## src/dag_pkg.sv

```systemverilog
/*
 Constants for the data address generator: mode codes, access sizes, page
 bases and field positions. Assumes a 16-bit offset space per data segment.
*/
`default_nettype none
package dag_pkg;
    // Addressing modes
    typedef enum logic [3:0] {
        MODE_SFR      = 4'h0,
        MODE_FIXED    = 4'h1,
        MODE_CURPAGE  = 4'h2,
        MODE_DIRECT   = 4'h3,
        MODE_IND      = 4'h4,
        MODE_POSTINC  = 4'h5,
        MODE_POSTDEC  = 4'h6,
        MODE_DISP7    = 4'h7,
        MODE_BASE16   = 4'h8,
        MODE_REGDISP  = 4'h9,
        MODE_SBAFIX   = 4'ha
    } dag_mode_type;
    // Access sizes
    typedef enum logic [1:0] {
        SIZE_BYTE = 2'h0,
        SIZE_WORD = 2'h1,
        SIZE_BIT  = 2'h2
    } dag_size_type;
    // Instruction classes relevant to bit-area use
    typedef enum logic [2:0] {
        OP_OTHER      = 3'h0,
        OP_SET_BIT    = 3'h1,
        OP_CLEAR_BIT  = 3'h2,
        OP_JUMP_SET   = 3'h3,
        OP_JUMP_CLEAR = 3'h4
    } dag_op_type;
    localparam logic [15:0] SFR_PAGE_BASE   = 16'h0000;
    localparam logic [15:0] FIXED_PAGE_BASE = 16'h0200;
    localparam logic [15:0] SBA_FIX_BASE    = 16'h02c0;
    localparam logic [15:0] WORD_STEP       = 16'h0002;
    localparam logic [15:0] BYTE_STEP       = 16'h0001;
    localparam int          DISP_MSB        = 6;
    localparam int          SEG_BITS        = 4;
    localparam int          SET_BITS        = 3;
    localparam int          SBA_BITS        = 9;
    localparam int          SBA_BYTE_LSB    = 3;
    localparam int          OFFSET_MSB      = 7;
    localparam logic [3:0]  SEG_RESET       = 4'h0;
endpackage
`default_nettype wire

```

## src/dag_top.sv

```systemverilog
/*
 Data address generator: one-cycle registered effective address for every
 data-space mode, plus pointer write-back for post-increment/decrement.
 Assumes decode supplies operand fields with a request strobe, and the
 register file supplies the pointer registers of all eight sets flattened.
 Operand and pointer inputs must be steady at the edge that takes a request;
 the pointer write-back is only offered, the register file decides to apply it.
 Current-page bit area and code-space addressing are handled elsewhere.
*/
// How it works
// - SFR page: one-byte offset into page 0-0FFH, any access size.
// - Word access at an odd address uses the even address below.
// - Specific SFRs may exempt themselves from word alignment via an input.
// - FIXED page: one-byte offset into 200H-2FFH.
// - Current page: page_base_high byte selects page, offset is low byte.
// - Direct: two-byte operand is the whole 16-bit address.
// - Simple indirect uses data_pointer or index_reg_one unchanged.
// - Post-increment accesses then adds 2 for word, 1 otherwise.
// - Post-decrement accesses then subtracts 2 for word, 1 otherwise.
// - Sign-extended 7-bit displacement added to data_pointer or user_stack_pointer.
// - base_immediate_word plus index one or two, carry discarded.
// - index_reg_one plus zero-extended accum_low_byte or local_reg_zero.
// - Fixed single_bit_area covers 2C0H.0-2FFH.7, bit accesses only.
// - Bit area allowed only for set, clear, jump-if-set, jump-if-clear.
// - Pointer set chosen by three-bit reg_set_select of status_word_low.
// - Segment is low four bits of data segment register, upper read zero.
`timescale 1ns/1ps
`default_nettype none
module dag_top (
    // Clock and reset
    input  wire logic                 CORE_CLK,
    input  wire logic                 RESETN,
    // Request from instruction decode
    input  wire logic                 REQ_VALID,
    input  wire dag_pkg::dag_mode_type MODE,
    input  wire dag_pkg::dag_size_type SIZE,
    input  wire dag_pkg::dag_op_type  OP_CLASS,
    input  wire logic [15:0]          OPERAND,
    input  wire logic                 SEL_ALT,
    input  wire logic                 SFR_NO_ALIGN,
    // Register file values
    input  wire logic [7:0]           STATUS_WORD_LOW,
    input  wire logic [7:0]           PAGE_BASE_HIGH,
    input  wire logic [7:0]           ACCUM_LOW_BYTE,
    input  wire logic [7:0]           LOCAL_REG_ZERO,
    input  wire logic [127:0]         DATA_POINTER_ALL,
    input  wire logic [127:0]         INDEX_REG_ONE_ALL,
    input  wire logic [127:0]         INDEX_REG_TWO_ALL,
    input  wire logic [127:0]         USER_STACK_POINTER_ALL,
    // Data segment register write
    input  wire logic                 SEG_WR,
    input  wire logic [7:0]           SEG_WDATA,
    output logic [7:0]                SEG_RDATA,
    // Address result
    output logic                      ADDR_VALID,
    output logic [19:0]               PHYS_ADDR,
    output logic [15:0]               EFF_ADDR,
    output logic [2:0]                BIT_POS,
    output logic                      ADDR_ERR,
    // Pointer write-back
    output logic                      DP_WB_VALID,
    output logic [2:0]                DP_WB_SET,
    output logic [15:0]               DP_WB_DATA
);
    typedef struct packed {
        // Data segment number
        logic [dag_pkg::SEG_BITS-1:0] seg;
        // Address result
        logic        valid;
        logic [19:0] phys;
        logic [15:0] eff;
        logic [2:0]  bitpos;
        logic        err;
        // Pointer write-back
        logic        wb_valid;
        logic [2:0]  wb_set;
        logic [15:0] wb_data;
    } dag_state_type;

    dag_state_type s_q;
    dag_state_type s_d;

    // Pick one 16-bit pointer from the eight flattened sets
    function automatic logic [15:0] pick(input logic [127:0] all, input logic [2:0] set);
        pick = all[{set, 4'h0} +: 16];
    endfunction

    // Pointer after the access; wraps at 16 bits like every other sum here
    function automatic logic [15:0] step_ptr(input logic [15:0] ptr, input logic [15:0] amount,
                                             input logic down);
        step_ptr = down ? (ptr - amount) : (ptr + amount);
    endfunction

    // Selected pointer set and its registers
    logic [2:0]  set_sel;
    logic [15:0] dp;
    logic [15:0] x1;
    logic [15:0] x2;
    logic [15:0] user_stack_pointer;

    // Widened operand fields and per-request helpers
    logic [15:0] disp_ext;
    logic [15:0] byte_disp;
    logic [15:0] sba_byte;
    logic [15:0] raw;
    logic [15:0] step;
    logic        align_on;
    logic        bad;

    assign set_sel = STATUS_WORD_LOW[dag_pkg::SET_BITS-1:0];
    assign dp      = pick(DATA_POINTER_ALL, set_sel);
    assign x1      = pick(INDEX_REG_ONE_ALL, set_sel);
    assign x2      = pick(INDEX_REG_TWO_ALL, set_sel);
    assign user_stack_pointer     = pick(USER_STACK_POINTER_ALL, set_sel);
    assign step    = (SIZE == dag_pkg::SIZE_WORD) ? dag_pkg::WORD_STEP : dag_pkg::BYTE_STEP;

    // sign from operand bit 6, reach -64 to +63
    assign disp_ext  = {{9{OPERAND[dag_pkg::DISP_MSB]}}, OPERAND[dag_pkg::DISP_MSB:0]};
    // zero-extended, so a byte above 7FH never reaches backwards
    assign byte_disp = {8'h00, (SEL_ALT ? LOCAL_REG_ZERO : ACCUM_LOW_BYTE)};
    // byte index of the bit above the area base
    assign sba_byte  = {10'h000, OPERAND[dag_pkg::SBA_BITS-1:dag_pkg::SBA_BYTE_LSB]};
    // exempt SFRs keep the odd address; no other mode may skip
    assign align_on  = (SIZE == dag_pkg::SIZE_WORD) && !(MODE == dag_pkg::MODE_SFR && SFR_NO_ALIGN);

    // Raw address per mode; all sums wrap at 16 bits
    always_comb begin
        bad = 1'b0;
        raw = 16'h0000;
        case (MODE)
            dag_pkg::MODE_SFR:     raw = dag_pkg::SFR_PAGE_BASE | {8'h00, OPERAND[dag_pkg::OFFSET_MSB:0]};
            dag_pkg::MODE_FIXED:   raw = dag_pkg::FIXED_PAGE_BASE | {8'h00, OPERAND[dag_pkg::OFFSET_MSB:0]};
            dag_pkg::MODE_CURPAGE: raw = {PAGE_BASE_HIGH, OPERAND[dag_pkg::OFFSET_MSB:0]};
            dag_pkg::MODE_DIRECT:  raw = OPERAND;
            dag_pkg::MODE_IND:     raw = SEL_ALT ? x1 : dp;
            dag_pkg::MODE_POSTINC,
            dag_pkg::MODE_POSTDEC: raw = dp;
            dag_pkg::MODE_DISP7:   raw = (SEL_ALT ? user_stack_pointer : dp) + disp_ext;
            dag_pkg::MODE_BASE16:  raw = OPERAND + (SEL_ALT ? x2 : x1);
            dag_pkg::MODE_REGDISP: raw = x1 + byte_disp;
            dag_pkg::MODE_SBAFIX: begin
                // 512 bits from 2C0H, byte index in upper operand bits
                raw = dag_pkg::SBA_FIX_BASE + sba_byte;
                // restricted to the four bit instructions
                bad = (SIZE != dag_pkg::SIZE_BIT) || (OP_CLASS == dag_pkg::OP_OTHER);
            end
            // Unknown code: flagged, address left at zero
            default:               bad = 1'b1;
        endcase
    end

    // Next state
    always_comb begin
        s_d          = s_q;
        s_d.valid    = REQ_VALID;
        s_d.wb_valid = 1'b0;
        if (SEG_WR) begin
            s_d.seg = SEG_WDATA[dag_pkg::SEG_BITS-1:0];
        end
        // Data fields move only on a taken request
        if (REQ_VALID) begin
            s_d.err    = bad;
            s_d.eff    = raw;
            s_d.bitpos = (MODE == dag_pkg::MODE_SBAFIX) ? OPERAND[dag_pkg::SBA_BYTE_LSB-1:0] : 3'h0;
            if (align_on) begin
                s_d.eff = {raw[15:1], 1'b0};
            end
            s_d.phys = {s_q.seg, s_d.eff};
            // Write-back names the set used for this access
            s_d.wb_set = set_sel;
            if (MODE == dag_pkg::MODE_POSTINC) begin
                s_d.wb_valid = 1'b1;
                s_d.wb_data  = step_ptr(dp, step, 1'b0);
            end
            if (MODE == dag_pkg::MODE_POSTDEC) begin
                s_d.wb_valid = 1'b1;
                s_d.wb_data  = step_ptr(dp, step, 1'b1);
            end
        end
    end

    // State register
    always_ff @(posedge CORE_CLK or negedge RESETN) begin
        if (!RESETN) begin
            s_q     <= '0;
            // Segment reset value is named, not assumed zero
            s_q.seg <= dag_pkg::SEG_RESET;
        end else begin
            s_q <= s_d;
        end
    end

    // Outputs straight from flops; upper segment bits read zero
    assign SEG_RDATA   = {4'h0, s_q.seg};

    // Address, bit and error fields hold until the next taken request; ADDR_VALID follows REQ_VALID each cycle
    assign ADDR_VALID  = s_q.valid;
    assign PHYS_ADDR   = s_q.phys;
    assign EFF_ADDR    = s_q.eff;
    assign BIT_POS     = s_q.bitpos;
    assign ADDR_ERR    = s_q.err;

    // Write-back is a one-cycle offer to the register file
    assign DP_WB_VALID = s_q.wb_valid;
    assign DP_WB_SET   = s_q.wb_set;
    assign DP_WB_DATA  = s_q.wb_data;
endmodule
`default_nettype wire

```

## config.mk

```make
export PLATFORM = sky130hd
export DESIGN_NAME = dag_top
export DESIGN_NICKNAME = d
export VERILOG_FILES = /design/src/dag_pkg.sv /design/src/dag_top.sv
export SDC_FILE = /design/constraint.sdc
export NUM_CORES = 1
export LEC_CHECK = 0
export BUFFER_PORTS_ARGS = -buffer_cell sky130_fd_sc_hd__buf_2
export CORE_AREA = 8 8 249 251
export DETAILED_ROUTE_END_ITERATION = 8
export DIE_AREA = 0 0 257 259
export PLACE_DENSITY_LB_ADDON = 0.1
export SYNTH_ARGS = -nofsm -noshare
export SYNTH_HDL_FRONTEND = slang
export SYNTH_SLANG_ARGS = --single-unit
```

## constraint.sdc

```tcl
create_clock -name CORE_CLK -period 3.4 [get_ports CORE_CLK]
set_input_delay 0.34 -clock CORE_CLK [delete_from_list [all_inputs] [get_ports CORE_CLK]]
set_output_delay 0.34 -clock CORE_CLK [all_outputs]
set_load 0.1 [all_outputs]
```

# Word-level counts from Yosys, hierarchy flattened
# Index checks and enable logic that the tools add are counted.
[classes]
add_sub_neg = 6
n_mul = 0
n_div = 0
magnitude_cmp = 0
n_eq_ne = 12
shift = 4
mux = 14
bitwise_logic = 0
reduce_logical = 10
[op_table]
columns = ["cell", "count"]
rows = [
  ["variable part select 128 x 8 -> 16 bit", 4],
  ["case mux 16 bit (10 select lines)", 1],
  ["two-way mux 16 bit", 5],
  ["adder 16 bit", 2],
  ["two-way mux 20 bit", 1],
  ["adder 16 x 2 -> 16 bit", 1],
  ["adder 16 x 8 -> 16 bit", 1],
  ["equality test 4 x 3 -> 1 bit (second input constant)", 4],
  ["subtractor 16 x 2 -> 16 bit", 1],
  ["equality test 4 bit (second input constant)", 3],
  ["adder 10 x 6 -> 11 bit (first input constant)", 1],
  ["OR reduction 10 bit", 1],
  ["equality test 4 x 2 -> 1 bit (second input constant)", 2],
  ["two-way mux 8 bit", 1],
  ["equality test 4 x 1 -> 1 bit (second input constant)", 1],
  ["zero test 4 bit", 1],
  ["zero test 3 bit", 1],
  ["two-way mux 1 bit", 3],
  ["two-way mux 3 bit", 1],
  ["equality test 2 x 1 -> 1 bit (second input constant)", 1],
  ["logical AND 1 bit", 2],
  ["two-way mux 2 bit", 1],
  ["inequality test 2 bit (second input constant)", 1],
  ["case mux 1 bit (2 select lines)", 1],
  ["5 further kinds", 5],
]
[word_totals]
reg_bits = 65
latchBits = 0
ramBits = 0
mem_bits_ro = 0
inputBits = 583
output_inout_bits = 69
n_memories = 0

# Depth between registers and ports, before layout
# Gate-level depths: netlist (run 1).
[logic_depth]
depth_word = 6
depth_mapped = 21
depth_no_buf = 15

# Worst setup path after synthesis (run 1)
# No wires, ideal clock.
[synth_path]
path_type = "in2reg"
from = "input STATUS_WORD_LOW[2]"
to = "register s_q (netlist bit PHYS_ADDR[14])"
t_arrival_ps = 4362
required_time_ps = 3333
slack_ps = -1029
cell_stages = 19
path_cell_list = "buf_2 -> buf_2 -> buf_2 -> buf_2 -> clkbuf_1 -> buf_2 -> mux2i_1 -> a21oi_1 -> ha_1 -> inv_1 -> fa_1 -> nand2b_1 -> a21oi_1 -> o221a_2 -> o2111ai_1 -> and4b_1 -> or4_1 -> a31oi_1 -> a211o_1"
[synth_via]
elab_chain_cells = 4
elab_cells_between_ends = 11
cone_classes = "3 x add/sub; 4 x shift; 4 x mux"
[synth_rtl]
columns = ["element", "line_no", "rtl"]
rows = [
  ["start, declared", "dag_top.sv:42", "input wire logic [7:0] STATUS_WORD_LOW,"],
  ["variable part select 128 x 8 -> 16 bit", "dag_top.sv:85", "pick = all[{set, 4'h0} +: 16];"],
  ["two-way mux 16 bit (on tied branches)", "dag_top.sv:139, dag_top.sv:138", ""],
  ["adder 16 bit (on tied branches)", "dag_top.sv:139, dag_top.sv:138", ""],
  ["case mux 16 bit (10 select lines) (*)", "dag_top.sv:130", "case (MODE)"],
  ["end, declared", "dag_top.sv:80", "dag_state_type s_q;"],
]
# Mark *: on every way between the ends. The rest lies on a longest branch, timed or not.
# A chain may end at the register's enable or synchronous reset.

# Final worst setup path (run 1)
[layout_path]
from = "input STATUS_WORD_LOW[0]"
to = "register s_q (netlist bit PHYS_ADDR[14])"
# Same word-level chain as after synthesis.

==> flow_summary_export.csv, run 1 <==
group,metric,value,unit
synthesis,synth_async_sr_flop_share,1.00,
clock_network,quantity_of_hold_fixing_buffers_added_after_cts,0,
worst_hold_path,min_path_type,"input pin to asynchronous set/reset pin",
worst_setup_path,max_stage_delay,0.47,ns
power,power_frac_comb,0.744,
clock_network,tritoncts_buffer_count,5,
routing,post-route-drc-count,0,
routing,drtPass1Iterations,6,
synthesis,synth_sequential_area_ratio,0.129,
synthesis,synth.largest_area_cell,"sky130_fd_sc_hd__mux4_2",
outcome,failed_checks,"setup timing",
global_routing,groute.usage.overall,0.177,
outcome,outcome,"complete, but fails checks",
synthesis,fraction_of_synthesized_cell_area_taken_by_the_top_area_cell_type,0.256,
timing,timing.final.crit_period,3.44,ns
final_layout,final_layout_size_suffix_gt1_frac,0.672,
floorplan,num_rows,89,
final_layout,finalNetCount,2412,
power,clockPowerShare,0.114,
global_routing,number_of_antenna_violations_at_the_first_check_in_global_routing,7,
power,power.switching,2.72,mW
placement,place.gp.congestion,0.895,
clock_network,clkLatencyLatePin,0.30,ns
worst_setup_path,crit_path_cell_trace,"clkbuf_16 -> buf_16 -> clkbuf_16 -> mux4_2 -> mux2i_1 -> a21oi_2 -> ha_2 -> inv_2 -> fa_2 -> nand2b_4 -> a21oi_4 -> o221a_4 -> o2111ai_4 -> and4b_1 -> or4_1 -> a31oi_1 -> a211o_1",
global_routing,grt_start_max_net_pins,37,
timing,maxClockFrequency,0.291,GHz
worst_setup_path,timing.critical_path.mode_cell,"sky130_fd_sc_hd__clkbuf_16",
placement,placed_cells_incl_taps,2501,
worst_setup_path,timing.critical_path.buf_inv,4,
clock_network,clk_transition_reported_paths,0.07,ns
power,power_total,5.40,mW
synthesis,most_frequent_cells_after_synthesis,"108 x sky130_fd_sc_hd__mux4_2, 72 x sky130_fd_sc_hd__nor2_1, 56 x sky130_fd_sc_hd__a21oi_1",
power,power.density,329,mW/mm2
timing,rsz0062_at_grt,"true",
clock_network,max-clock-path-buffers,2,
synthesis,netlist-cell-type-count,69,
routing,drt.antenna.violating_nets,0,
timing,setup_slack_after_layout,-0.0409,ns
final_layout,syn_to_final_growth,73.1,%
timing,final-setup-viol-count,2,
final_layout,multi_input_area,0.00834,mm2
timing,slew_viol_final,0,
global_routing,grt_pass1_vias,12821,
clock_network,clock_tree_from_tritoncts,"done",
floorplan,fp.dieW,257,um
placement,port_buffers,638,
power,power_frac_seq,0.142,
worst_setup_path,worstPathArrival,3.68,ns
timing,fin_crit_sh,1.01,
clock_network,clock_sink_count,49,
synthesis,syn_area_per_cell,10.1,um2
power,sw_frac_of_total,0.503,
worst_setup_path,timing.setup.critical_path_class,"input pin to flip-flop",
worst_setup_path,path_delay_family,"compound AO/OA/AOI/OAI gates",
floorplan,floorplan.io_pins,652,
power,total_leakage_power,7.83,nW
final_layout,final_core_utilization,0.282,
global_routing,global_route_wire_length_before_repair,88.1,mm
routing,routedWlPerCell,24.5,um
synthesis,mappedNetlistArea,0.00948,mm2
routing,drt-initial-drc-count,473,
synthesis,synth-main-ff-cell,"sky130_fd_sc_hd__dfrtp_1",
power,intPower,2.68,mW
timing,worst-slew-pin-transition,0.924,ns
clock_network,clk_root_buf,"sky130_fd_sc_hd__clkbuf_16",
routing,route.final.wire_length,62.6,mm
synthesis,top_cells_by_area_in_the_synthesized_netlist,"sky130_fd_sc_hd__mux4_2 26%, sky130_fd_sc_hd__dfrtp_1 13%, sky130_fd_sc_hd__ha_1 7.0%",
final_layout,fillCellCount,6265,
worst_setup_path,worstSetupStartpointType,"input pin",
global_routing,globalRoute.totalOverflow,0,
worst_setup_path,critical_path.slowest_cell,"sky130_fd_sc_hd__or4_1",
routing,vias,11445,
synthesis,synthesis.yosys.warnings,0,
timing,fin_worst_skew,0.000261,ns
floorplan,floorplan.initialDensity,0.163,
placement,detailedPlacementHpwl,55.6,mm
synthesis,number_of_synthesized_flops_with_an_enable_pin,0,
synthesis,yosys.cell_count.top_type,"sky130_fd_sc_hd__mux4_2",
timing,slew_headroom,0.384,
final_layout,flip_flop_and_latch_area,0.00123,mm2
synthesis,yosys_register_bits,49,
timing,hold_viol_final,0,
flow_run,max_cap_violations,0,
worst_setup_path,critPathMaxFanout,7,
floorplan,fp.dieH,259,um
worst_setup_path,end_kind,"flip-flop",
clock_network,cts.htree.levels,2,
final_layout,final_cell_count_no_fill,2551,
worst_setup_path,required_arrival_time_at_the_worst_endpoint,3.64,ns
power,vdd_drop_max,0.000350,V
floorplan,coreArea,0.0582,mm2
floorplan,die_area,0.0666,mm2
routing,vias_per_cell,4.49,
synthesis,netlist_instances,936,
==> metal layers <==
layer,part of all wire,up-vias,global-route usage
li1,-,5410,-
met5,0,-,0
met3,0.045,37,0.0278
met2,0.52,346,0.318
met4,0.013,0,0.0336
met1,0.43,5652,0.224
==> worst register-to-register path, delay by kind of cell, from the launching register on <==
family | cells | cell delay [ns]
AOI/OAI and AO/OA | 5 | 0.79
DFF | 1 | 0.45
and+or+nand+nor | 1 | 0.14
==> registers in the layout (all words and copies together), names as in the netlist <==
name	count
DP_WB_SET	3
ADDR_ERR	1
BIT_POS	3
SEG_RDATA	4
DP_WB_DATA	16
ADDR_VALID	1
PHYS_ADDR	20
DP_WB_VALID	1
==> path summary, 6_finish.rpt <==
| path | from | endpoint | slack, ns | cells after the start |
|---|---|---|---|---|
| worst max-delay path | STATUS_WORD_LOW[0] | PHYS_ADDR[14] | -0.04 | 17 |
| min in group CORE_CLK | SEG_WDATA[0] | SEG_RDATA[0] | 0.27 | 2 |
| max in group asynchronous | RESETN | PHYS_ADDR[19] | 2.47 | 2 |
| worst max register to register | PHYS_ADDR[15] | PHYS_ADDR[15] | 1.90 | 6 |
| worst min-delay path | RESETN | DP_WB_DATA[6] | 0.16 | 1 |
| worst min register to register | DP_WB_DATA[2] | DP_WB_DATA[2] | 0.48 | 2 |
==> logic make-up (layout without fill, tap and decap cells) <==
family / count (synthesis) / after routing / share of synthesized area
buf+inv: 105 / 939 / 0.0598
mux: 219 / 219 / 0.416
flops: 49 / 49 / 0.129
fa+ha+maj: 57 / 57 / 0.0784
other cells: 1 / 9 / 0.000395
compound gates: 226 / 226 / 0.160
xor+xnor: 37 / 37 / 0.0342
simple gates: 242 / 242 / 0.123
==> power by group through the flow <==
| stage | clock, mW | sequential (mW) | combinational [mW] |
|---|---|---|---|
| after detailed placement | 0 | 0.785 | 3.76 |
| after global placement | 0 | 0.780 | 3.77 |
| after floorplan | 0 | 1.49 | 1.60 |
| after CTS | 0.643 | 0.774 | 3.87 |
| final | 0.614 | 0.768 | 4.02 |
| after global routing | 0.646 | 0.785 | 4.30 |
==> placed cells by master (no fill, tap or decap), types with 17 or more instances in the layout <==
master / count
sky130_fd_sc_hd__ha_1: 39
sky130_fd_sc_hd__nor3_1: 19
sky130_fd_sc_hd__xnor2_1: 21
sky130_fd_sc_hd__mux2_4: 17
sky130_fd_sc_hd__dfrtp_1: 49
sky130_fd_sc_hd__buf_2: 635
sky130_fd_sc_hd__inv_1: 21
sky130_fd_sc_hd__mux2i_1: 27
sky130_fd_sc_hd__mux4_1: 19
sky130_fd_sc_hd__nand2_1: 51
sky130_fd_sc_hd__mux2_2: 29
sky130_fd_sc_hd__buf_4: 241
sky130_fd_sc_hd__nand3_1: 20
sky130_fd_sc_hd__a21oi_1: 43
sky130_fd_sc_hd__nor2_1: 59
sky130_fd_sc_hd__mux4_2: 109
sky130_fd_sc_hd__a21o_1: 17
sky130_fd_sc_hd__o21ai_0: 26
==> per-stage QoR <==
step / setup TNS [ns] / hold WS (ns) / area, um2 / worst slack, ns
6_report: -0.0599 / 0.160 / 16400 / -0.0409
3_3_place_gp: -6.55 / 0.465 / 15200 / -0.559
3_5_place_dp: -7.01 / 0.466 / 15200 / -0.574
5_1_grt: -0.646 / 0.237 / 16400 / -0.165
4_1_cts: -0.155 / 0.214 / 15700 / -0.0415
2_1_floorplan: -3.14 / 0.0444 / 9700 / -0.494
==> area by class of cell <==
cell class              instances  share of cell area
multi-input cells             785               0.508
repair buffers                907               0.341
flip-flops and latches         49              0.0747
well taps                     773              0.0589
clock buffers                   7             0.00869
inverters                      24             0.00549
clock inverters                 1             0.00183
diodes                          5            0.000762
==> timing repair <==
item	4_1_cts	5_1_grt
endpoints found under the hold margin	0	0
pin swaps	22	46
gates cloned	2	2
setup buffers	12	22
resized for setup	51	111
setup endpoints to repair	12	14
(Power assumes the default switching activity.)
==> inputs of run 2 (changes only) <==
Settings changed: CORE_AREA 8 8 249 251 to 8 8 244 246, DIE_AREA 0 0 257 259 to 0 0 252 254, PLACE_DENSITY from default to 0.42, PLACE_DENSITY_LB_ADDON 0.1 to default.
==> run 2 against run 1 <==
Net effect:
- the flow now finishes without violations
- total power down 2.3%
- sequential power about the same
- clock power up 1%
- non-clock buffer count down 14
- count of clock-buffer cells in the layout down 1
- wire length down 3.6%
- largest cell class unchanged
- highest routed layer is now met5
==> flow_summary_export.csv, run 2 (synthesis results as in run 1) <==
group,metric,value,unit
worst_setup_path,r2r_start,"PHYS_ADDR[15]",
routing,drt-initial-drc-count,700,
global_routing,grt_start_max_net_pins,53,
clock_network,clock_tree_from_tritoncts,"done",
final_layout,commonest_cells_after_routing_fill_and_taps_aside,"635 x sky130_fd_sc_hd__buf_2, 235 x sky130_fd_sc_hd__buf_4, 108 x sky130_fd_sc_hd__mux4_2, 67 x sky130_fd_sc_hd__nor2_1, 51 x sky130_fd_sc_hd__nand2_1",
timing,maxClockFrequency,0.297,GHz
clock_network,clk_root_buf,"sky130_fd_sc_hd__clkbuf_16",
floorplan,fp.dieW,252,um
worst_setup_path,critical_path_startpoint,"STATUS_WORD_LOW[0]",
clock_network,max-clock-path-buffers,2,
clock_network,clk_transition_reported_paths,0.08,ns
placement,port_buffers,638,
timing,hold_viol_final,0,
worst_setup_path,timing.critical_path.mode_cell,"sky130_fd_sc_hd__a21o_1",
timing,worst-slew-pin-transition,0.908,ns
placement,pre_cts_slack,-0.555,ns
floorplan,die_area,0.0640,mm2
clock_network,cts.htree.levels,2,
global_routing,groute.usage.overall,0.177,
clock_network,quantity_of_hold_fixing_buffers_added_after_cts,0,
floorplan,coreArea,0.0557,mm2
timing,fin_crit_sh,0.991,
worst_setup_path,end_kind,"flip-flop",
timing,setup_slack_after_layout,0.0296,ns
routing,vias,11508,
routing,drt.antenna.violating_nets,0,
global_routing,globalRoute.totalOverflow,0,
placement,detailedPlacementHpwl,54.2,mm
timing,timing.final.crit_period,3.37,ns
final_layout,finalNetCount,2398,
routing,routedWlPerCell,23.9,um
clock_network,clkLatencyLatePin,0.30,ns
clock_network,tritoncts_buffer_count,5,
final_layout,syn_to_final_growth,67.7,%
worst_setup_path,timing.critical_path.buf_inv,2,
worst_setup_path,path_delay_family,"compound AO/OA/AOI/OAI gates",
power,vdd_drop_max,0.000176,V
final_layout,largest_register_ff_count,20,
final_layout,layout_commonest_cell,"sky130_fd_sc_hd__buf_2",
worst_setup_path,worstSetupStartpointType,"input pin",
global_routing,number_of_antenna_violations_at_the_first_check_in_global_routing,9,
final_layout,final_layout_size_suffix_gt1_frac,0.644,
worst_setup_path,critPathMaxFanout,5,
final_layout,final_core_utilization,0.285,
final_layout,final_cell_count_no_fill,2521,
outcome,outcome,"finished, final reports clean",
global_routing,grt_pass1_vias,12164,
power,total_leakage_power,7.67,nW
floorplan,floorplan.io_pins,652,
routing,route.final.wire_length,60.3,mm
worst_hold_path,min_path_type,"input pin to asynchronous set/reset pin",
timing,slew_headroom,0.392,
timing,slew_viol_final,0,
global_routing,global_route_wire_length_before_repair,84.0,mm
worst_setup_path,required_arrival_time_at_the_worst_endpoint,3.58,ns
timing,setup_tns,0,ns
floorplan,fp.dieH,254,um
clock_network,clock_sink_count,49,
routing,post-route-drc-count,0,
worst_setup_path,critical_path.slowest_cell,"sky130_fd_sc_hd__mux4_2",
worst_setup_path,timing.setup.critical_path_class,"input pin to flip-flop",
placement,place.gp.congestion,0.917,
worst_setup_path,worstPathArrival,3.55,ns
worst_setup_path,max_stage_delay,0.51,ns
timing,final-setup-viol-count,0,
routing,drtPass1Iterations,7,
timing,fin_worst_skew,0.000275,ns
floorplan,floorplan.initialDensity,0.170,
floorplan,num_rows,87,
worst_setup_path,crit_path_cell_trace,"clkbuf_8 -> buf_4 -> mux4_2 -> mux2_4 -> ha_1 -> nor2b_1 -> o21ai_0 -> a21o_1 -> a211o_1 -> a21o_1 -> a21oi_1 -> o211ai_1 -> a221o_1",
routing,vias_per_cell,4.56,
flow_run,max_cap_violations,0,
timing,rsz0062_at_grt,"true",
power,power.density,332,mW/mm2
placement,placed_cells_incl_taps,2488,
==> run 2: area by class of cell <==
cell class / instances / area (um2)
repair buffers: 893 / 5330
diodes: 6 / 15.0
fillers: 6045 / 39800
well taps: 756 / 946
flip-flops and latches: 49 / 1230
multi-input cells: 785 / 8120
clock buffers: 6 / 139
clock inverters: 2 / 37.5
inverters: 24 / 90.1
==> run 2: path summary, 6_finish.rpt <==
kind | cells past startpoint | slack [ns] | end
max in group asynchronous | 2 | 2.51 | PHYS_ADDR[2]
min in group CORE_CLK | 2 | 0.27 | SEG_RDATA[2]
setup / recovery | 13 | 0.03 | PHYS_ADDR[10]
setup reg to reg | 6 | 1.87 | PHYS_ADDR[15]
hold / removal | 1 | 0.11 | DP_WB_DATA[3]
hold reg to reg | 2 | 0.48 | DP_WB_DATA[1]
==> run 2: worst register-to-register path: cells and delay by family (launching register included) <==
| family | cells | cell delay (ns) |
|---|---|---|
| compound gates | 5 | 0.82 |
| simple gates | 1 | 0.14 |
| flops | 1 | 0.46 |
==> run 2: routing by layer <==
layer / routed length, um / global-route usage
met1: 26100 / 0.231
met2: 29700 / 0.302
met3: 3040 / 0.0247
met4: 1510 / 0.0483
met5: 19 / 0
==> run 2: repair_timing <==
item | in CTS | in global routing
setup buffers | 9 | 9
gates cloned | 1 | 0
endpoints found under the hold margin | 0 | 0
pin swaps | 7 | 24
endpoints found under the setup margin | 13 | 13
resized for setup | 22 | 65
==> run 2: power by group <==
group / total [mW] / leakage (nW) / switching [mW] / internal (mW)
Combinational: 3.88 / 6.96 / 2.33 / 1.55
Sequential: 0.771 / 0.621 / 0.0888 / 0.682
Clock: 0.622 / 0.0831 / 0.254 / 0.368
==> run 2: stage by stage <==
stage	total power, mW	hold WS [ns]	cell area [um2]
6_report	5.28	0.110	15900
5_1_grt	5.55	0.169	15900
4_1_cts	5.20	0.125	15500
3_5_place_dp	4.52	0.457	15100
3_3_place_gp	4.50	0.458	15100
2_1_floorplan	3.08	0.0444	9700
